File: config.mk
export PLATFORM = sky130hd
export DESIGN_NAME = mmdr_router
export DESIGN_NICKNAME = d
export VERILOG_FILES = /design/src/rtl/mmdr_pkg.sv /design/src/rtl/mmdr_router.sv
export SDC_FILE = /design/constraint.sdc
export NUM_CORES = 1
export LEC_CHECK = 0
export ABC_AREA = 1
export BUFFER_PORTS_ARGS = -buffer_cell sky130_fd_sc_hd__buf_4
export CAP_MARGIN = 20
export CELL_PAD_IN_SITES_DETAIL_PLACEMENT = 0
export CELL_PAD_IN_SITES_GLOBAL_PLACEMENT = 2
export CORE_UTILIZATION = 22
export CTS_CLUSTER_DIAMETER = 50
export CTS_CLUSTER_SIZE = 24
export DETAILED_ROUTE_END_ITERATION = 10
export GPL_TIMING_DRIVEN = 0
export PLACE_DENSITY = 0.84
export SLEW_MARGIN = 5
export SYNTH_ARGS = -nofsm -noshare
export SYNTH_HDL_FRONTEND = slang
export SYNTH_SLANG_ARGS = --single-unit
File: constraint.sdc
create_clock -name clk -period 1.7 [get_ports clk]
set_input_delay 0 -clock clk [delete_from_list [all_inputs] [get_ports clk]]
set_output_delay 0 -clock clk [all_outputs]
set_load 0.01 [all_outputs]
File: src/rtl/mmdr_pkg.sv
// memory map decode router: shared field layout, map constants and carriers
// assumes the core (two buses) and io processor (one bus) present word addresses
package mmdr_pkg;
  // address field positions
  localparam int RSV_LO = 26;
  localparam int V_HI = 25;
  localparam int V_LO = 24;
  localparam int E_HI = 23;
  localparam int E_LO = 17;
  localparam int S1_HI = 16;
  localparam int S1_LO = 15;
  localparam int S0_HI = 14;
  localparam int S0_LO = 10;
  localparam int M_HI = 9;
  localparam int M_LO = 8;
  localparam int P_HI = 7;
  localparam int PM_ADDR_W = 24;
  // field codes
  localparam logic [1:0] V_DEFER = 2'h0;
  localparam logic [1:0] S1_REGS = 2'h0;
  localparam logic [1:0] S1_NORMAL = 2'h1;
  localparam logic [1:0] M_LOCAL = 2'h0;
  localparam logic [1:0] M_BAD = 2'h3;
  // block choice: normal uses bits 14-13, short uses bits 15-14
  localparam logic [1:0] NORM_B0 = 2'h0;
  localparam logic [1:0] NORM_B1 = 2'h2;
  localparam logic [1:0] SHORT_B0 = 2'h0;
  localparam logic [1:0] SHORT_B1 = 2'h2;
  // ninth column of block zero: odd short words at 0x14001..0x14fff
  localparam logic [3:0] SHORT_COL9 = 4'h4;
  // vector table: first 0x80 normal words of block zero
  localparam int VEC_LO = 7;
  localparam int NORM_HI = 12;
  // physical block shape
  localparam int COL_W = 16;
  localparam int COL_DEPTH = 2048;
  localparam int B0_COLS = 9;
  localparam int B1_COLS = 8;
  localparam int B0_BITS = B0_COLS * COL_W * COL_DEPTH;
  localparam int B1_BITS = B1_COLS * COL_W * COL_DEPTH;
  localparam int B0_W48 = (B0_COLS / 3) * COL_DEPTH;
  localparam int B1_W48 = (B1_COLS / 3) * COL_DEPTH;
  localparam int W32_WORDS = 4 * COL_DEPTH;
  localparam int B0_W16 = B0_COLS * COL_DEPTH;
  localparam int B1_W16 = B1_COLS * COL_DEPTH;

  typedef enum logic [2:0] {
    RG_NONE, RG_LOCAL_REG, RG_PEER_REG, RG_NORMAL,
    RG_SHORT, RG_EXTERNAL, RG_INVALID
  } mmdr_region_t;

  typedef struct packed {
    logic valid;
    logic write;
    logic [31:0] addr;
  } mmdr_req_t;

  typedef struct packed {
    logic valid;
    logic write;
    mmdr_region_t region;
    logic block;
    logic [1:0] bank;
    logic [1:0] peer;
    logic vector;
    logic [25:0] word;
  } mmdr_route_t;
endpackage : mmdr_pkg

File: src/rtl/mmdr_router.sv
// memory map decode router: steers core and io processor accesses
// assumes requesters hold their request while coreReady is low
//
// Contract
// - same-block core pair: data bus first, program bus one cycle later
// - core and io bus on one block both finish with no added cycle
// - block zero: nine 16-bit columns of 2K, 288K bits
// - block one: eight 16-bit columns of 2K, 256K bits
// - 64M-word space split into internal, multiprocessor and external parts
// - lowest 256 words are the local control registers
// - normal words: block zero 0x8000-0x9fff, block one 0xc000-0xdfff
// - short words: block zero 0x10000-0x13fff, block one 0x18000-0x1bfff
// - 0x20000 to 0x3ffffff goes to four external banks of 16M
// - bits 25-24 select external banks one to three, zero defers
// - bits 23-17 nonzero select an external bank
// - bits 16-15: registers, normal words or short words
// - bits 14-10 nonzero with register space selected are invalid
// - bits 9-8 pick local or peer registers, bits 7-0 the register
// - processor and select fields count only with bank and external zero
// - nonzero processor field: only the matching processor responds
// - own id in multiprocessor space is served locally, no system bus
// - multiprocessor self access is taken only from the core
// - invalid peer access: write dropped, read data undefined
// - program bus carries 24-bit addresses, data and io buses 32-bit
// - vector table occupies block zero normal words to 0x807f
// - io bus reaches everything except the local control registers
`timescale 1ns/1ps
`default_nettype none
module mmdr_router
  import mmdr_pkg::*;
(
  input wire logic clk,
  input wire logic resetn,
  input wire logic [1:0] procIdPin,
  input wire mmdr_pkg::mmdr_req_t dmReq,
  input wire mmdr_pkg::mmdr_req_t pmReq,
  input wire mmdr_pkg::mmdr_req_t ioReq,
  input wire mmdr_pkg::mmdr_req_t peerReq,
  output logic coreReady,
  output mmdr_pkg::mmdr_route_t dmRoute_q,
  output mmdr_pkg::mmdr_route_t pmRoute_q,
  output mmdr_pkg::mmdr_route_t ioRoute_q,
  output logic peerWrEn_q,
  output logic peerRdEn_q,
  output logic peerRdUndef_q,
  output logic [7:0] peerReg_q
);
  import mmdr_pkg::*;

  // full map decode shared by every bus
  function automatic mmdr_route_t decodeAddr(
    input mmdr_req_t req,
    input logic [1:0] myId,
    input logic fromCore
  );
    mmdr_route_t r;
    logic [1:0] v;
    logic [6:0] e;
    logic [1:0] s1;
    logic [4:0] s0;
    logic [1:0] m;
    r = '0;
    v = req.addr[V_HI:V_LO];
    e = req.addr[E_HI:E_LO];
    s1 = req.addr[S1_HI:S1_LO];
    s0 = req.addr[S0_HI:S0_LO];
    m = req.addr[M_HI:M_LO];
    r.valid = req.valid;
    r.write = req.write;
    r.word = req.addr[V_HI:0];
    r.region = RG_INVALID;
    if (!req.valid)
      r.region = RG_NONE;
    else if (req.addr[31:RSV_LO] != '0)
      r.region = RG_INVALID;
    else if (v != V_DEFER)
    begin
      r.region = RG_EXTERNAL;
      r.bank = v;
    end
    else if (e != '0)
    begin
      r.region = RG_EXTERNAL;
      r.bank = V_DEFER;
    end
    else if (s1 == S1_NORMAL)
    begin
      if (req.addr[S0_HI:NORM_HI+1] == NORM_B0)
      begin
        r.region = RG_NORMAL;
        r.block = 1'b0;
        r.vector = req.addr[NORM_HI:VEC_LO] == '0;
      end
      else if (req.addr[S0_HI:NORM_HI+1] == NORM_B1)
      begin
        r.region = RG_NORMAL;
        r.block = 1'b1;
      end
    end
    else if (s1 != S1_REGS)
    begin
      if (req.addr[S1_LO:S0_HI] == SHORT_B0)
        r.region = RG_SHORT;
      else if (req.addr[S1_LO:S0_HI] == SHORT_B1)
      begin
        r.region = RG_SHORT;
        r.block = 1'b1;
      end
      else if (req.addr[S1_LO:NORM_HI] == SHORT_COL9 && req.addr[0])
        r.region = RG_SHORT; // ninth column, odd words only
    end
    else if (s0 != '0)
      r.region = RG_INVALID;
    else if (m == M_LOCAL)
      r.region = RG_LOCAL_REG;
    else if (m == M_BAD)
      r.region = RG_INVALID;
    else if (m == myId)
      // self access kept off the system bus, core only
      r.region = fromCore ? RG_LOCAL_REG : RG_INVALID;
    else
    begin
      r.region = RG_PEER_REG;
      r.peer = m;
    end
    return r;
  endfunction : decodeAddr

  // true when a decoded access lands in an on-chip sram block
  function automatic logic inBlock(input mmdr_route_t r, input logic blk);
    return r.valid && (r.region == RG_NORMAL || r.region == RG_SHORT)
      && r.block == blk;
  endfunction : inBlock

  logic [1:0] idMeta_q;
  logic [1:0] id_q;
  logic pend_q;
  mmdr_route_t pmHold_q;
  mmdr_route_t dmDec;
  mmdr_route_t pmDec;
  mmdr_route_t ioDec;
  mmdr_route_t peerDec;
  mmdr_req_t pmWide;
  logic conflict;
  logic peerOk;

  // id pins are straps from outside; two flops before use
  always_ff @(posedge clk)
  begin
    if (!resetn)
    begin
      idMeta_q <= 2'h0;
      id_q <= 2'h0;
    end
    else
    begin
      idMeta_q <= procIdPin;
      id_q <= idMeta_q;
    end
  end

  // program bus only drives 24 bits, so it never reaches banks above
  assign pmWide = '{valid: pmReq.valid, write: pmReq.write,
    addr: {8'h00, pmReq.addr[PM_ADDR_W-1:0]}};

  assign dmDec = decodeAddr(dmReq, id_q, 1'b1);
  assign pmDec = decodeAddr(pmWide, id_q, 1'b1);
  // io bus may not touch local registers, own or via self id
  always_comb
  begin
    ioDec = decodeAddr(ioReq, id_q, 1'b0);
    if (ioDec.region == RG_LOCAL_REG)
      ioDec.region = RG_INVALID;
  end

  // core port is shared by both core buses; io port is separate
  assign conflict = !pend_q
    && ((inBlock(dmDec, 1'b0) && inBlock(pmDec, 1'b0))
    || (inBlock(dmDec, 1'b1) && inBlock(pmDec, 1'b1)));
  assign coreReady = !pend_q; // stall core in the added cycle

  // extra cycle marker and held program access
  always_ff @(posedge clk)
  begin
    if (!resetn)
    begin
      pend_q <= 1'b0;
      pmHold_q <= '0;
    end
    else
    begin
      pend_q <= conflict;
      if (conflict)
        pmHold_q <= pmDec;
    end
  end

  // core routing: data bus wins, program bus follows a cycle later
  always_ff @(posedge clk)
  begin
    if (!resetn)
    begin
      dmRoute_q <= '0;
      pmRoute_q <= '0;
    end
    else if (pend_q)
    begin
      dmRoute_q <= '0;
      pmRoute_q <= pmHold_q;
    end
    else
    begin
      dmRoute_q <= dmDec;
      pmRoute_q <= conflict ? '0 : pmDec;
    end
  end

  // io bus uses the second port and is never delayed
  always_ff @(posedge clk)
  begin
    if (!resetn)
      ioRoute_q <= '0;
    else
      ioRoute_q <= ioDec;
  end

  // incoming peer access: valid only for our id with upper fields clear
  assign peerDec = decodeAddr(peerReq, M_BAD, 1'b0);
  assign peerOk = peerDec.region == RG_PEER_REG && peerDec.peer == id_q;

  always_ff @(posedge clk)
  begin
    if (!resetn)
    begin
      peerWrEn_q <= 1'b0;
      peerRdEn_q <= 1'b0;
      peerRdUndef_q <= 1'b0;
      peerReg_q <= 8'h00;
    end
    else
    begin
      peerWrEn_q <= peerReq.valid && peerReq.write && peerOk;
      peerRdEn_q <= peerReq.valid && !peerReq.write && peerOk;
      peerRdUndef_q <= peerReq.valid && !peerReq.write && !peerOk;
      peerReg_q <= peerReq.addr[P_HI:0];
    end
  end
endmodule : mmdr_router
`default_nettype wire

After elaboration in Yosys (flattened, before gate mapping)
Cells that the tools add are included.
{"block": "word_totals", "regBits": 162, "word_cells": 259, "out_inout_bits": 123, "inputBits": 140}
{"block": "classes", "bitwise_logic": 11, "n_mux": 109, "n_eq_ne": 30, "n_reduce_logical": 68}
{"cell": "3-bit 2-to-1 mux", "count": 47}
{"cell": "37-bit 2-to-1 mux", "count": 2}
{"cell": "2-bit 2-to-1 mux", "count": 24}
{"cell": "4-bit 2-to-1 mux", "count": 12}
{"cell": "7-bit nonzero test", "count": 4}
{"cell": "2-bit equality test, second input constant", "count": 12}
{"cell": "2-bit logical NOT", "count": 12}
{"cell": "6-bit logical NOT", "count": 4}
{"cell": "1-bit 2-to-1 mux", "count": 21}
{"cell": "5-bit nonzero test", "count": 4}
{"cell": "1-bit logical AND", "count": 19}
{"cell": "6-bit 2-to-1 mux", "count": 3}
{"cell": "6-bit nonzero test", "count": 3}
{"cell": "4-bit by 3-bit equality test with 1-bit output, second input constant", "count": 4}
{"cell": "2-bit nonzero test", "count": 7}
{"cell": "12-bit OR reduction", "count": 1}
{"cell": "1-bit inverter", "count": 11}
{"cell": "11-bit OR reduction", "count": 1}
{"cell": "5-bit OR reduction", "count": 2}
{"cell": "3-bit by 2-bit equality test with 1-bit output, second input constant", "count": 3}
{"cell": "2-bit by 1-bit equality test with 1-bit output, second input constant", "count": 4}
{"cell": "2-bit equality test", "count": 4}
{"cell": "8-bit OR reduction", "count": 1}
{"cell": "7-bit OR reduction", "count": 1}
{"cell": "6 further kinds", "count": 12}

Longest topological paths before layout
{"block": "depth", "word_depth": 20, "mapped_depth": 14, "depth_no_buf": 13}

Least setup slack after synthesis
OpenSTA, ideal clock, no wires.
{"block": "synth_path", "path_kind": "reg-to-reg", "startpoint": "register id_q[1]", "endpoint": "register pmHold_q[0] in the netlist's numbering", "arrival_time_ps": 1527, "setup_slack_ps": 60, "setup_time_ps": 113, "period_less_slack_ps": 1640, "path_stages_with_launch": 12, "path_buffers": 1, "required_time_ps": 1587, "path_cell_list": "dfxtp_1 xnor2_1 nand2_2 nand2_1 nand2_2 nand3_2 nand2_1 o21ai_2 nand3_4 buf_6 o21ai_1 nor2_1"}
{"block": "synth_via", "elab_chain_cells": 18, "elab_cells_between_ends": 36, "classes_between": "eq/ne: 6; mux: 18; reduce/logical: 12"}
{"item": "start: declaration", "line": "mmdr_router.sv:136", "text": "logic [1:0] id_q;"}
{"item": "start signal: assignment", "line": "mmdr_router.sv:158", "text": "id_q <= idMeta_q;"}
{"item": "2-bit equality test", "line": "mmdr_router.sv:118", "text": "else if (m == myId)"}
{"item": "2-bit 2-to-1 mux", "line": "mmdr_router.sv:118"}
{"item": "3-bit 2-to-1 mux", "line": "mmdr_router.sv:116", "text": "else if (m == M_BAD)"}
{"item": "3-bit 2-to-1 mux", "line": "mmdr_router.sv:114", "text": "else if (m == M_LOCAL)"}
{"item": "3-bit 2-to-1 mux", "line": "mmdr_router.sv:112", "text": "else if (s0 != '0)"}
{"item": "3-bit 2-to-1 mux", "line": "mmdr_router.sv:100", "text": "else if (s1 != S1_REGS)"}
{"item": "4-bit 2-to-1 mux", "line": "mmdr_router.sv:86", "text": "else if (s1 == S1_NORMAL)"}
{"item": "3-bit 2-to-1 mux", "line": "mmdr_router.sv:81", "text": "else if (e != '0)"}
{"item": "[... 2 more ...]"}
{"item": "3-bit 2-to-1 mux", "line": "mmdr_router.sv:72", "text": "if (!req.valid)"}
{"item": "3-bit by 2-bit equality test with 1-bit output / 3-bit equality test (equally long branches)", "line": "mmdr_router.sv:131", "text": "return r.valid && (r.region == RG_NORMAL || r.region == RG_SHORT)"}
{"item": "1-bit logical OR", "line": "mmdr_router.sv:131"}
{"item": "1-bit logical AND", "line": "mmdr_router.sv:131"}
{"item": "1-bit logical AND", "line": "mmdr_router.sv:132", "text": "&& r.block == blk;"}
{"item": "1-bit logical AND, on equally long branches", "line": "mmdr_router.sv:178, mmdr_router.sv:179"}
{"item": "1-bit logical OR (*)", "line": "mmdr_router.sv:179", "text": "|| (inBlock(dmDec, 1'b1) && inBlock(pmDec, 1'b1)));"}
{"item": "1-bit logical AND (*)", "line": "mmdr_router.sv:178", "text": "&& ((inBlock(dmDec, 1'b0) && inBlock(pmDec, 1'b0))"}
{"item": "end signal: assignment", "line": "mmdr_router.sv:194", "text": "pmHold_q <= pmDec;"}
{"item": "end: declaration", "line": "mmdr_router.sv:138", "text": "mmdr_route_t pmHold_q;"}
Mark *: on every way between the ends. The rest lies on a longest branch, timed or not.
A chain may end at the register's enable or synchronous reset.

Worst setup path after layout
{"block": "layout_path", "startpoint": "register id_q[0]", "endpoint": "register pmHold_q[16] in the netlist's numbering"}
Same word-level chain as after synthesis.

==> results.txt <==
The portion of total power attributed to combinational logic is 0.121. The netlist area before placement is 5859 sq um. The proportion of power drawn by the clock network is 0.472. The number of library cell types mapped by synthesis came out at 38. The CTS buffer count is 17.

The design draws 9.386 mW. The worst path required time came out at 2020 ps. In this run the horizontal extent of the chip is 165.2 microns. The initial antenna violation count was 0. The total overflow reported by the global router came out at 0.

The I/O pin count is 263. Before antenna repair, the detailed router went through 4 iterations. The max-capacitance violation count came out at 0. The final-report hold violation count came to 1. The relative contribution of sequential cells to total power is 0.407. The share of post-route cells with drive strength above 1 came out at 0.3556. The wire length of the first global-routing pass came out at 32.21 mm. Yosys mapped a number of flops with a built-in enable equal to 0. The maximum clock frequency is 526.4 MHz. The relative max-transition margin is 0.4890. For this run, the register share of the synthesized area comes to 0.5330.

Wires add up to 20.85 mm. Setup repair after global routing could not meet its margin everywhere. The synthesized area per cell is 7.761 sq um. STA classifies the critical path startpoint as a flop. The insertion delay of the later-clocked pin in the worst-skew pair is 420 ps. For this configuration, the core starts out at a cell density of 0.2249. The pin count of the biggest net entering global routing is 17.

Leaving out fill and tap cells, the most frequent cells in the layout are buf_4 (267), dfxtp_1 (153), nand2_1 (142), nor2_1 (112), inv_1 (108). The commonest non-fill, non-tap cell in the layout is buf_4. The tightest min-delay check is of the in -> reg type.

The post-detailed-route DRC marker count came out at 0. At the end of the flow, the number of nets in the layout was 1296. The area of the core came out at 26060 sq um. Detailed placement ended at an HPWL of 14.31 mm. The total die area is 27290 sq um. The final worst clock skew came out at 10.36 ps. The flow ran to the end, but the final reports show violations. Of all nets on the critical path, the largest fanout is 7.

Setup violations remaining at the end of the flow were counted as 57. The final worst setup slack is -199.7 ps. The count of buffers added on input and output ports is 250.

The number of register bits inferred by synthesis came out at 156. The power density over the cells came out at 891.5 nW/um^2. Routability-driven placement finished with a final weighted congestion of 0.8063.

The post-synthesis to final-layout area growth came out at 79.69%. The arrival time at the worst endpoint is 2220 ps. The total clock sinks is 156. In this run the static leakage power is 5.112 nW.

The mean routed wirelength per cell came out at 13.88 microns. The final critical-path required period came out at 1900 ps. The prevailing post-synth register cell is dfxtp_1. The number of levels in the clock H-tree is 4.

Synthesis produced 755 cells. The final route contains 6186 vias. The number of global-route vias before repair came to 6244. The checks that failed: hold timing, setup timing. The portion of the clock cycle consumed by the worst path in the final layout is 1.117. The critical path in this run is classified as reg -> reg.

The number of violations reported at the end of detailed-routing iteration 0 came out at 285. The cell-internal power came out at 7.161 mW. Of all flip-flops after synthesis, the portion carrying an async set or reset was 0. The net switching power figure is 2.225 mW.

The final antenna-violating net count came out at 0. The global router's overall resource usage is 0.1551. Final hold analysis gives a worst-case slack of -7.236 ps. At the pin with the least slew margin, the transition time is 766.5 ps. The worst-case IR drop observed on VDD is 590.9 uV. The clock tree from TritonCTS is built. Setup total negative slack on the finished layout was measured at -6970 ps. The antenna diode count is 0.

The final number of max-transition violations came out at 0. The CTS clock-pin slew for the worst setup and hold paths came out at 70 ps. The switching share of power came out at 0.2370.

The number of buffers on the longest clock path is 2. The routed via count divided by cell count is 4.119. The capturing element type of the critical path is a flop.

The clock tree root buffer cell is clkbuf_16. The die span in y came out at 165.2 microns. The count of synthesis-stage warnings from yosys came out at 0.

The initialized floorplan defines 59 standard-cell rows.
## synthesized netlist by cell type, types with 2 or more instances
cell      number  area share
a21oi_2        3      0.0045
clkbuf_1      17       0.011
buf_1          5      0.0032
buf_6          6       0.012
o21ai_1       12       0.010
nor2_2         5      0.0053
nand3_2        6       0.010
nand4_1       12       0.013
nand2_2        3      0.0032
nor4_1         9      0.0096
o21ai_2        2      0.0030
inv_1        108       0.069
ha_1           2      0.0043
nor2_4         5      0.0096
nor3_1        16       0.014
nor2_1       114       0.073
buf_4          4      0.0051
a21oi_1       37       0.032
nand3_1       53       0.045
dfxtp_1      156        0.53
inv_2          4      0.0026
nand2_1      153       0.098
nand3b_1       2      0.0026
o21ai_0        7      0.0060
## timing repair
action | 4_1_cts | 5_1_grt
pin swaps | 12 | 11
setup buffers | 13 | 3
hold endpoints to repair | 131 | 1
hold buffers | 107 | 2
endpoints found under the setup margin | 98 | 63
gates resized for setup | 61 | 47
cloned | 6 | 1
## registers in the layout (all words and copies together), names as in the netlist
name / count
dmRoute_q: 37
ioRoute_q: 37
pmHold_q: 33
pmRoute_q: 33
peerReg_q: 8
idMeta_q: 2
id_q: 2
peerRdEn_q: 1
peerRdUndef_q: 1
peerWrEn_q: 1
pend_q: 1
## final timing paths
check,from,end,slack [ps],depth (start not counted)
max,id_q[0],pmHold_q[16],-200,14
min,peerReq[24],peerRdEn_q,-7,6
max reg2reg,id_q[0],pmHold_q[16],-200,14
min reg2reg,idMeta_q[0],id_q[0],410,2
## power groups by stage
stage	sequential, mW	clock (mW)	combinational (mW)
final	3.82	4.43	1.13
after CTS	3.82	4.57	1.11
after detailed placement	3.90	0	0.891
after global placement	3.90	0	0.889
after global routing	3.83	4.71	1.24
after floorplan	3.96	0	0.270
## critical path, cell delays in order, from the launching register on
cell,delay [ps]
dfxtp_4,420
inv_4,50
nand2_2,60
nand2_2,40
nand2_2,80
nand2_2,70
nand2_4,90
nand4_1,130
o21ai_4,190
buf_4,140
buf_6,90
buf_4,100
nand4_1,160
nand2_1,110
nor2_1,60
## cell type report
type | count | area [sq um]
Timing Repair Buffer | 377 | 3184
Tap cell | 335 | 419.2
Inverter | 112 | 422.9
Sequential cell | 156 | 3134
Clock inverter | 11 | 206.4
Buffer | 32 | 217.7
Fill cell | 2664 | 15530
Multi-Input combinational cell | 458 | 2474
Clock buffer | 21 | 470.5
## stage by stage
step / util / hold slack [ps] / std cells / setup slack [ps] / instance area [sq um]
after floorplan: - / 92.48 / 758 / 60.00 / 5871
after global placement: 0.3134 / 180.4 / 1343 / -483.0 / 8167
after detailed placement: 0.3134 / 185.1 / 1343 / -489.4 / 8167
after CTS: 0.3962 / 4.263 / 1500 / -146.6 / 10320
after global routing: 0.4040 / 28.39 / 1502 / -324.6 / 10530
final: 0.4040 / -7.236 / 1502 / -199.7 / 10530
## cell families (layout without fill, tap and decap cells)
kind of cell / after synthesis / in the layout / share of synthesized area
flops: 156 / 156 / 0.5330
fa+ha+maj: 2 / 2 / 0.004270
other cells: 1 / 4 / 0.0006400
simple gates: 384 / 385 / 0.2955
compound gates: 66 / 66 / 0.06172
xor+xnor: 1 / 1 / 0.001495
buf+inv: 145 / 553 / 0.1034
## routing by layer
metal | global-route usage | part of all wire | vias to the layer above
met3 | 0.05819 | 0.086 | 15
met5 | 0 | 0 | -
met1 | 0.1784 | 0.41 | 2834
li1 | - | - | 3152
met4 | 0.03253 | 0.010 | 0
met2 | 0.2716 | 0.49 | 185
No activity file was read; power rests on OpenSTA's default activity.
